==> config.mk <==
export PLATFORM = sky130hd
export DESIGN_NAME = fir_rate_core
export DESIGN_NICKNAME = d
export VERILOG_FILES = /design/src/include/fir_rate_pkg.sv /design/src/verilog/fir_rate_core.sv
export SDC_FILE = /design/constraint.sdc
export NUM_CORES = 2
export LEC_CHECK = 0
export BUFFER_PORTS_ARGS = -buffer_cell sky130_fd_sc_hd__buf_2
export CAP_MARGIN = 10
export CORE_MARGIN = 2
export CORE_UTILIZATION = 68
export DETAILED_ROUTE_END_ITERATION = 8
export PLACE_DENSITY_LB_ADDON = 0.08
export SYNTH_ARGS = -nofsm -noshare
export SYNTH_HDL_FRONTEND = slang
export SYNTH_SLANG_ARGS = --single-unit
==> constraint.sdc <==
create_clock -name pclk -period 19.55 [get_ports pclk]
set_input_delay 2.9325 -clock pclk [delete_from_list [all_inputs] [get_ports pclk]]
set_output_delay 2.9325 -clock pclk [all_outputs]
set_load 0.02 [all_outputs]
==> src/include/fir_rate_pkg.sv <==
// Purpose: Shared types and constants of the FIR rate and reload block
// Assumes: 32-bit APB register words, one clock
// Notes:   Field positions come from the packed register structs
package fir_rate_pkg;
    localparam int DW    = 16;
    localparam int CW    = 16;
    localparam int DEPTH = 16;
    localparam int SETS  = 2;
    localparam int AW    = 4;
    localparam int CHW   = 4;

    typedef enum logic [1:0] {
        ARCH_PARALLEL               = 2'h0,
        ARCH_TIME_SHARED_MULTICYCLE = 2'h1,
        ARCH_SERIAL                 = 2'h2,
        ARCH_MULTIBIT_SERIAL        = 2'h3
    } arch_t;

    typedef enum logic [1:0] {
        RATE_SINGLE = 2'h0,
        RATE_INTERP = 2'h1,
        RATE_DECIM  = 2'h2
    } rate_t;

    // Gray order along idle -> take -> emit -> take
    typedef enum logic [1:0] {
        ST_IDLE = 2'h0,
        ST_TAKE = 2'h1,
        ST_EMIT = 2'h3
    } state_t;

    typedef struct packed {
        logic [26:0] reserved;
        logic        logic_cells;
        rate_t       rate;
        arch_t       arch;
    } mode_t;

    typedef struct packed {
        logic [7:0] reserved_hi;
        logic [3:0] channels_m1;
        logic       reserved_mid;
        logic [2:0] serial_units;
        logic [1:0] reserved_lo;
        logic [5:0] in_width;
        logic [3:0] compute_cycles;
        logic [3:0] factor;
    } shape_t;

    typedef struct packed {
        logic [21:0]   reserved;
        logic          load_set;
        logic          restore_pending;
        logic          loading;
        logic [AW-1:0] reload_addr;
        state_t        state;
        logic          out_valid;
    } status_t;

    typedef struct packed {
        logic [DW-1:0]  data;
        logic           sop;
        logic           eop;
        logic [CHW-1:0] chan;
    } beat_t;

    localparam logic [11:0] MODE_OFF   = 12'h000;
    localparam logic [11:0] SHAPE_OFF  = 12'h004;
    localparam logic [11:0] STATUS_OFF = 12'h008;
    localparam logic [11:0] COUNT_OFF  = 12'h00c;

    localparam logic [31:0] MODE_RESET  = 32'h0000_0011;
    localparam logic [31:0] SHAPE_RESET = 32'h0002_0812;
    localparam logic [31:0] MODE_MASK   = 32'h0000_001f;
    localparam logic [31:0] SHAPE_MASK  = 32'h00f7_3fff;

    localparam logic [1:0] LEAD_MEM = 2'h2;
    localparam logic [1:0] LEAD_PAR = 2'h1;

    // Built-in set; entry zero stays zero like any lookup table
    function automatic logic [CW-1:0] builtin_coef(input int idx);
        return (idx == 0) ? '0 : CW'(idx);
    endfunction
endpackage

==> src/verilog/fir_rate_core.sv <==
// Purpose: Sample-rate engine and coefficient reload of a FIR core
// Assumes: Inputs synchronous to pclk; reload shares pclk
// Notes:   Arithmetic is one polyphase product per output
// ------------------------------------------------------------
// Overview of operation
// - Interpolate-by-two emits exactly two outputs per accepted input.
// - Single-cycle interpolate-by-two outputs every cycle, takes input every other.
// - Time-shared interpolator takes one input per NxM cycles, M outputs each.
// - Decimator emits one output per M accepted inputs.
// - Single-cycle decimate-by-two takes input each cycle, outputs every second.
// - Decimator takes one input per N cycles, one output per NxM.
// - Two serial units, 8-bit input, decimate-by-two: input per four cycles, output per eight.
// - Output sop marks first channel, eop last channel, channel field names it.
// - Reload port ignores reset, clock enable and stream control.
// - Rising write enable clears the reload address counter.
// - Reload logic runs from pclk; it has no reload clock of its own.
// - Reset restores built-in coefficients when held in logic cells.
// - One set may be rewritten while another computes.
// - Compute-set change acts at once, not aligned to samples.
// - Input moves only on an edge with ready and valid both high.
// - Serial needs input per width+1 cycles; multibit per width/units.
// ------------------------------------------------------------
//
// Decided for this implementation: register access over APB and the register addresses.
`timescale 1ns/10ps
module fir_rate_core (
    input  wire logic                            pclk,
    input  wire logic                            presetn,
    input  wire logic                            ce,
    input  wire logic [11:0]                     paddr,
    input  wire logic                            psel,
    input  wire logic                            penable,
    input  wire logic                            pwrite,
    input  wire logic [31:0]                     pwdata,
    output      logic [31:0]                     prdata,
    output      logic                            pready,
    output      logic                            pslverr,
    input  wire logic                            in_valid,
    output      logic                            in_ready,
    input  wire logic [fir_rate_pkg::DW-1:0]     in_data,
    output      logic                            out_valid,
    input  wire logic                            out_ready,
    output      fir_rate_pkg::beat_t             out_beat,
    input  wire logic                            coeff_we,
    input  wire logic [fir_rate_pkg::CW-1:0]     coeff_data_in,
    input  wire logic                            coeff_load_set,
    input  wire logic                            coeff_compute_set
);
    import fir_rate_pkg::*;

    // ------------------------------------------------------------
    // Registers and APB slave
    // ------------------------------------------------------------
    mode_t         mode;
    shape_t        shape;
    state_t        state;
    logic [15:0]   in_count;
    logic [15:0]   out_count;
    status_t       status;
    logic [31:0]   rd_mux;
    logic          restore_pending;
    logic          load_set_q;
    logic          we_q = 1'b0;
    logic [1:0]    lead = 2'h0;
    logic [AW-1:0] addr = '0;

    wire wr_mode  = psel & penable & pwrite & (paddr == MODE_OFF);
    wire wr_shape = psel & penable & pwrite & (paddr == SHAPE_OFF);
    wire hit      = (paddr == MODE_OFF) | (paddr == SHAPE_OFF)
                  | (paddr == STATUS_OFF) | (paddr == COUNT_OFF);

    assign rd_mux = (paddr == MODE_OFF)   ? mode :
                    (paddr == SHAPE_OFF)  ? shape :
                    (paddr == STATUS_OFF) ? status :
                    (paddr == COUNT_OFF)  ? {out_count, in_count} : 32'h0000_0000;
    assign prdata  = psel ? rd_mux : 32'h0000_0000;
    assign pready  = 1'b1;
    assign pslverr = psel & penable & ~hit;

    always_ff @(posedge pclk or negedge presetn) begin
        if (!presetn) begin
            mode  <= MODE_RESET;
            shape <= SHAPE_RESET;
        end else begin
            if (wr_mode)
                mode <= pwdata & MODE_MASK;
            if (wr_shape)
                shape <= pwdata & SHAPE_MASK;
        end
    end

    // ------------------------------------------------------------
    // Rate arithmetic
    // ------------------------------------------------------------
    logic [6:0]  n_base;
    logic [3:0]  fac;
    logic [2:0]  units;
    logic [10:0] in_period;
    logic [10:0] out_period;

    assign units = (shape.serial_units == 3'h0) ? 3'h1 : shape.serial_units;
    assign fac   = (mode.rate == RATE_SINGLE || shape.factor == 4'h0) ? 4'h1 : shape.factor;
    assign n_base =
        (mode.arch == ARCH_PARALLEL) ? 7'h01 :
        (mode.arch == ARCH_TIME_SHARED_MULTICYCLE) ?
            ((shape.compute_cycles == 4'h0) ? 7'h01 : {3'h0, shape.compute_cycles}) :
        (mode.arch == ARCH_SERIAL) ? {1'b0, shape.in_width} + 7'h01 :
            7'({1'b0, shape.in_width} / {4'h0, units});
    assign in_period  = (mode.rate == RATE_INTERP) ? 11'(n_base * fac)
                                                    : {4'h0, n_base};
    assign out_period = (mode.rate == RATE_DECIM) ? 11'(n_base * fac)
                                                   : {4'h0, n_base};

    // ------------------------------------------------------------
    // Rate engine
    // ------------------------------------------------------------
    logic [10:0]    gap;
    logic [3:0]     phase;
    logic [3:0]     dec_cnt;
    logic [DW-1:0]  sample;
    logic [DW-1:0]  acc;
    logic [CHW-1:0] chan;
    logic [DW-1:0]  operand;
    logic [CW-1:0]  coef;
    logic [3:0]     csel;
    logic [DW+CW-1:0] prod;
    logic [CW-1:0]  coef_mem [SETS*DEPTH];

    // Output stall freezes the engine rather than dropping a sample
    wire stall     = out_valid & ~out_ready;
    wire slot_open = ce & (state != ST_IDLE) & (gap == 11'h000) & ~stall;
    assign in_ready = slot_open & (state == ST_TAKE);
    wire accept    = in_ready & in_valid;
    wire emit      = slot_open & (state == ST_EMIT);
    wire dec_done  = (mode.rate == RATE_DECIM) & (dec_cnt == fac - 4'h1);
    wire load      = (accept & ((mode.rate != RATE_DECIM) | dec_done)) | emit;
    wire last_ch   = (chan == shape.channels_m1);

    assign csel    = emit ? phase + 4'h1 : 4'h1;
    // Set selector is not aligned to samples; it bites at once
    assign coef    = coef_mem[{coeff_compute_set, csel}];
    assign operand = emit ? sample :
                     (mode.rate == RATE_DECIM) ? DW'(acc + in_data) : in_data;
    assign prod    = operand * coef;

    always_ff @(posedge pclk or negedge presetn) begin
        if (!presetn) begin
            state   <= ST_IDLE;
            gap     <= 11'h000;
            phase   <= 4'h0;
            dec_cnt <= 4'h0;
            sample  <= '0;
            acc     <= '0;
        end else if (ce) begin
            if (state == ST_IDLE)
                state <= ST_TAKE;
            if (accept || emit)
                gap <= {4'h0, n_base} - 11'h001;
            else if (gap != 11'h000)
                gap <= gap - 11'h001;
            if (accept && mode.rate == RATE_INTERP) begin
                sample <= in_data;
                phase  <= 4'h1;
                state  <= (fac > 4'h1) ? ST_EMIT : ST_TAKE;
            end
            if (emit) begin
                phase <= phase + 4'h1;
                if (phase == fac - 4'h1)
                    state <= ST_TAKE;
            end
            if (accept && mode.rate == RATE_DECIM) begin
                acc     <= dec_done ? '0 : DW'(acc + in_data);
                dec_cnt <= dec_done ? 4'h0 : dec_cnt + 4'h1;
            end
            // New setup starts a fresh group, no stale partial sum
            if (wr_mode || wr_shape) begin
                acc     <= '0;
                dec_cnt <= 4'h0;
            end
        end
    end

    always_ff @(posedge pclk or negedge presetn) begin
        if (!presetn) begin
            out_valid <= 1'b0;
            out_beat  <= '0;
            chan      <= '0;
        end else if (ce) begin
            if (load) begin
                out_valid     <= 1'b1;
                out_beat.data <= prod[DW+CW-2 -: DW];
                out_beat.chan <= chan;
                out_beat.sop  <= (chan == '0);
                out_beat.eop  <= last_ch;
                chan          <= last_ch ? '0 : chan + 1'b1;
            end else if (out_ready) begin
                out_valid <= 1'b0;
            end
            if (wr_shape)
                chan <= '0;
        end
    end

    always_ff @(posedge pclk or negedge presetn) begin
        if (!presetn) begin
            in_count  <= 16'h0000;
            out_count <= 16'h0000;
        end else begin
            if (accept)
                in_count <= in_count + 16'h0001;
            if (out_valid && out_ready && ce)
                out_count <= out_count + 16'h0001;
        end
    end

    // ------------------------------------------------------------
    // Coefficient reload
    // ------------------------------------------------------------
    // No reset and no enable here, so loading works while held
    wire       rise     = coeff_we & ~we_q;
    wire       wr       = coeff_we & ~rise & (lead == 2'h0);
    wire [1:0] lead_len = (mode.arch == ARCH_PARALLEL) ? LEAD_PAR : LEAD_MEM;

    // Reload rides pclk; an own reload clock needs a crossing first
    always_ff @(posedge pclk) begin
        we_q <= coeff_we;
        if (rise) begin
            addr       <= '0;
            lead       <= lead_len - 2'h1;
            load_set_q <= coeff_load_set;
        end else if (coeff_we && lead != 2'h0) begin
            lead <= lead - 2'h1;
        end else if (wr) begin
            addr <= addr + 1'b1;
        end
    end

    // Stays set through reset, cleared at the first edge after it
    always_ff @(posedge pclk or negedge presetn) begin
        if (!presetn)
            restore_pending <= 1'b1;
        else
            restore_pending <= 1'b0;
    end

    for (genvar i = 0; i < SETS * DEPTH; i++) begin : g_coef
        always_ff @(posedge pclk) begin
            if (wr && {load_set_q, addr} == 5'(i))
                coef_mem[i] <= coeff_data_in;
            else if (restore_pending && mode.logic_cells)
                coef_mem[i] <= builtin_coef(i % DEPTH);
        end
    end

    assign status = '{reserved: '0, load_set: load_set_q,
                      restore_pending: restore_pending, loading: coeff_we,
                      reload_addr: addr, state: state, out_valid: out_valid};

    // ------------------------------------------------------------
    // Assertions
    // ------------------------------------------------------------
    logic [11:0] since_acc;
    logic [11:0] since_load;
    logic [4:0]  loads_since;
    logic [4:0]  acc_since;
    logic        seen_acc;
    logic        seen_load;
    wire         cfg_wr = wr_mode | wr_shape;

    always_ff @(posedge pclk or negedge presetn) begin
        if (!presetn) begin
            since_acc   <= 12'h000;
            since_load  <= 12'h000;
            loads_since <= 5'h00;
            acc_since   <= 5'h00;
            seen_acc    <= 1'b0;
            seen_load   <= 1'b0;
        end else begin
            since_acc  <= accept ? 12'h001 : since_acc + {11'h000, ~&since_acc};
            since_load <= load ? 12'h001 : since_load + {11'h000, ~&since_load};
            seen_acc   <= (seen_acc | accept) & ~cfg_wr;
            seen_load  <= (seen_load | load) & ~cfg_wr;
            if (accept)
                loads_since <= 5'h01;
            else if (load)
                loads_since <= loads_since + 5'h01;
            if (load)
                acc_since <= 5'h00;
            else if (accept)
                acc_since <= acc_since + 5'h01;
        end
    end
endmodule

==> results.md <==
* Pre-CTS setup slack at 6060 ps
* Commonest cells after routing, fill and taps aside: edfxtp_1, nand2_1, nor2b_1
* Setup Skew at 21.9 ps
* FF+latch count, synth at ~660
* Final hold vios at 0
* First-pass GRT wire length at between 150 and 200 mm
* EDFF count, synth at 499
* Worst path top cell family by delay: compound AO/OA/AOI/OAI gates
* Final setup viols at 0
* Final net count at 4,544
* Diode count at 0
* Worst Hold Launch: out_beat[3]
* Cell Pwr Density at 93.1 nW/µm²
* Slowest CP cell: buf_4
* Most common cell after layout, fill and taps aside: edfxtp_1
* Ys Warns at 0
* Vias at 31.2k
* Most Frequent Cell on Critical Path: fa_1
* Number of global-route vias before repair at 31.2k
* Row cnt at 90
* Congestion Overflow GR at 0
* Hold depth at 2
* Initial Util at 69.0%
* Initial DRC count at between 2k and 3k
* Final Max Tran Viols at 0
* Max Root-Sink Buffers at 3
* Kind of start point of the critical path: input pin
* Max FO, Critical Path at just under 60
* Critical Path End Type: register
* Clk_lat worst skew at 630 ps
* GRT Overall Usage at 36.2%
* CTS tree: yes
* Final min period at between 10,000 and 15,000 ps
* Hold WC Path Type: reg -> reg
* Fillers at 4,278
* Cts hold-fix bufs at 0
* Final setup margin at 6400 ps
* Largest net degree at the start of global routing at 77
* Endpoint, Worst Hold: out_beat[3]
* CP Class: in -> reg
* RSZ-0062 raised after global routing: no
* Antenna violations before repair at 0
* I/O Pins at 145
* Top FF cell, synth: edfxtp_1
* Drt via density at 6.29
* Reg2reg end: out_beat[18]
* Gpl congestion at 0.923
* VDD IR-drop max at 90.9 µV
* Drt total wl at 113 mm
* DR DRC count at 0
* WL/cell at 22.9 µm
* Crit share post-route at between 60 and 70%
* Mapped Avg Cell Area at 10.2 µm²
* Number of unique standard cell types used by synthesis at 95
* Die area at 63,500 µm²
* Root Driver: clkbuf_16
* Sequential area share after synthesis at 45.2%
* Slew HR at 18.8%
* Worst endpoint data arrival time at 13,620 ps
* Max Cap Viol at 0
* Cell Area, Synth at 41,800 µm²
* Asr flop ratio synth at 21.1%
* Antenna-violating nets left at 0
* Gate Count Post-Synth at 4,110
* Die height at 252 µm
* Setup TNS at 0 ps
* CP Buf/Inv Count at 7
* Status: completed
* Power Total at ~4.2 mW
* Reg2reg setup slack at 7990 ps
* Core ar. at just over 60,000 µm²
* Sink Count at 659
* R2r startpoint: gap[0]
* Area grow syn2layout at 8.43%
* Number of gates resized after cts at 0
* PortBufs at 132
* Htree depth at 3
* Worst EP required at 20,020 ps
* Fmax at approximately 76 MHz
* Leakage at about 19 nW
* Worst slew pin tran at 1220 ps
* HPWL after DPL at between 70 and 80 mm
* Post-CTS setup repair buffer count at 0
* CTS Buf Count at 73
* Crit path largest cell delay at 690 ps
* Pre-antenna DRT Iters at 6
* Reg2reg path depth at 35
* Fin util at 74.8%
* Layout cells sized above 1 at a little under an eighth
* Reg clk slew, reported paths at approximately 60 ps
* Die extent in x at 252 µm
==> power breakdown <==
group | internal [mW] | switching, mW
sequential | 1.55 | 0.0373
clock | 0.756 | 0.573
combinational | 0.547 | 0.751
total | 2.86 | 1.36
==> through the flow <==
step           area (µm²)  hold WS (ps)  instances
2_1_floorplan       41800           433       4111
3_3_place_gp        43000           444       4823
3_5_place_dp        43000           450       4823
4_1_cts             45300           460       4954
5_1_grt             45300           480       4956
6_report            45300           456       4956
==> cells in the mapped netlist, types with 53 or more instances <==
| cell | n | share of area (%) |
|---|---|---|
| and3_1 | 144 | 2.2 |
| clkbuf_1 | 223 | 2.0 |
| edfxtp_1 | 499 | 36 |
| nor2b_1 | 391 | 5.9 |
| fa_1 | 193 | 9.2 |
| nand2b_1 | 53 | 0.79 |
| ha_1 | 146 | 4.4 |
| or2_2 | 79 | 1.2 |
| dfrtp_1 | 132 | 7.9 |
| o21ai_0 | 126 | 1.5 |
| a211oi_1 | 101 | 1.8 |
| and2_1 | 108 | 1.6 |
| inv_1 | 244 | 2.2 |
| a21oi_1 | 153 | 1.8 |
| nand2_1 | 495 | 4.4 |
| nor2_1 | 224 | 2.0 |
| xnor2_1 | 62 | 1.3 |
| nand3_1 | 140 | 1.7 |
==> worst register-to-register path, delay by kind of cell, from the launching register on <==
family | cells | cell delay [ps]
compound gates | 13 | 3600
simple gates | 7 | 1940
flops | 1 | 370
buf+inv | 7 | 1830
fa+ha+maj | 8 | 3690
==> final cells by class <==
cell class | count | area (µm²) | share of cell area [%]
clock buffers | 93 | 1960 | 4.33
repair buffers | 214 | 1300 | 2.87
flip-flops and latches | 659 | 18900 | 41.7
well taps | 782 | 978 | 2.16
inverters | 245 | 921 | 2.03
clock inverters | 38 | 323 | 0.712
multi-input cells | 2925 | 20900 | 46.2
==> layer usage <==
metal	up-vias	part of all wire (%)	GRT usage [%]	wire length, µm
li1	14100	-	-	-
met1	15200	38	46.7	43200
met2	1552	48	60.5	54700
met3	309	8.7	5.56	9840
met4	0	5.0	17.5	5620
met5	-	0	0	0
==> worst max path at each step <==
| stage | start | end | slack (ps) | cells after the start |
|---|---|---|---|---|
| finish | ce | out_beat[18] | 6400 | 34 |
| global route | ce | out_beat[18] | 6090 | 34 |
| CTS | ce | out_beat[18] | 6690 | 34 |
| detailed placement | ce | out_beat[18] | 6060 | 34 |
| global placement | ce | out_beat[16] | 6250 | 34 |
| floorplan | in_data[0] | out_beat[16] | 8160 | 37 |
==> registers in the layout, summed over array words and instances, names as in the netlist <==
signal           cells
gap                 11
addr                 4
sample              16
chan                 4
acc                 16
coef_mem           512
dec_cnt              4
load_set_q           1
out_valid            1
we_q                 1
state                2
out_count           16
phase                4
mode                 5
shape               21
lead                 2
restore_pending      1
out_beat            22
in_count            16
==> cells by family (layout without fill, tap and decap cells) <==
group	Yosys count	count (layout)	share of synthesized area [%]
AOI/OAI and AO/OA	607	607	9.49
xor gates and xnor gates	98	98	2.05
adders and majority gates	339	339	13.6
buffers and inverters	527	590	4.89
DFF	659	659	45.2
muxes	100	100	2.71
other	2	3	0.0180
and+or+nand+nor	1778	1778	22.0
(Power assumes the default switching activity.)
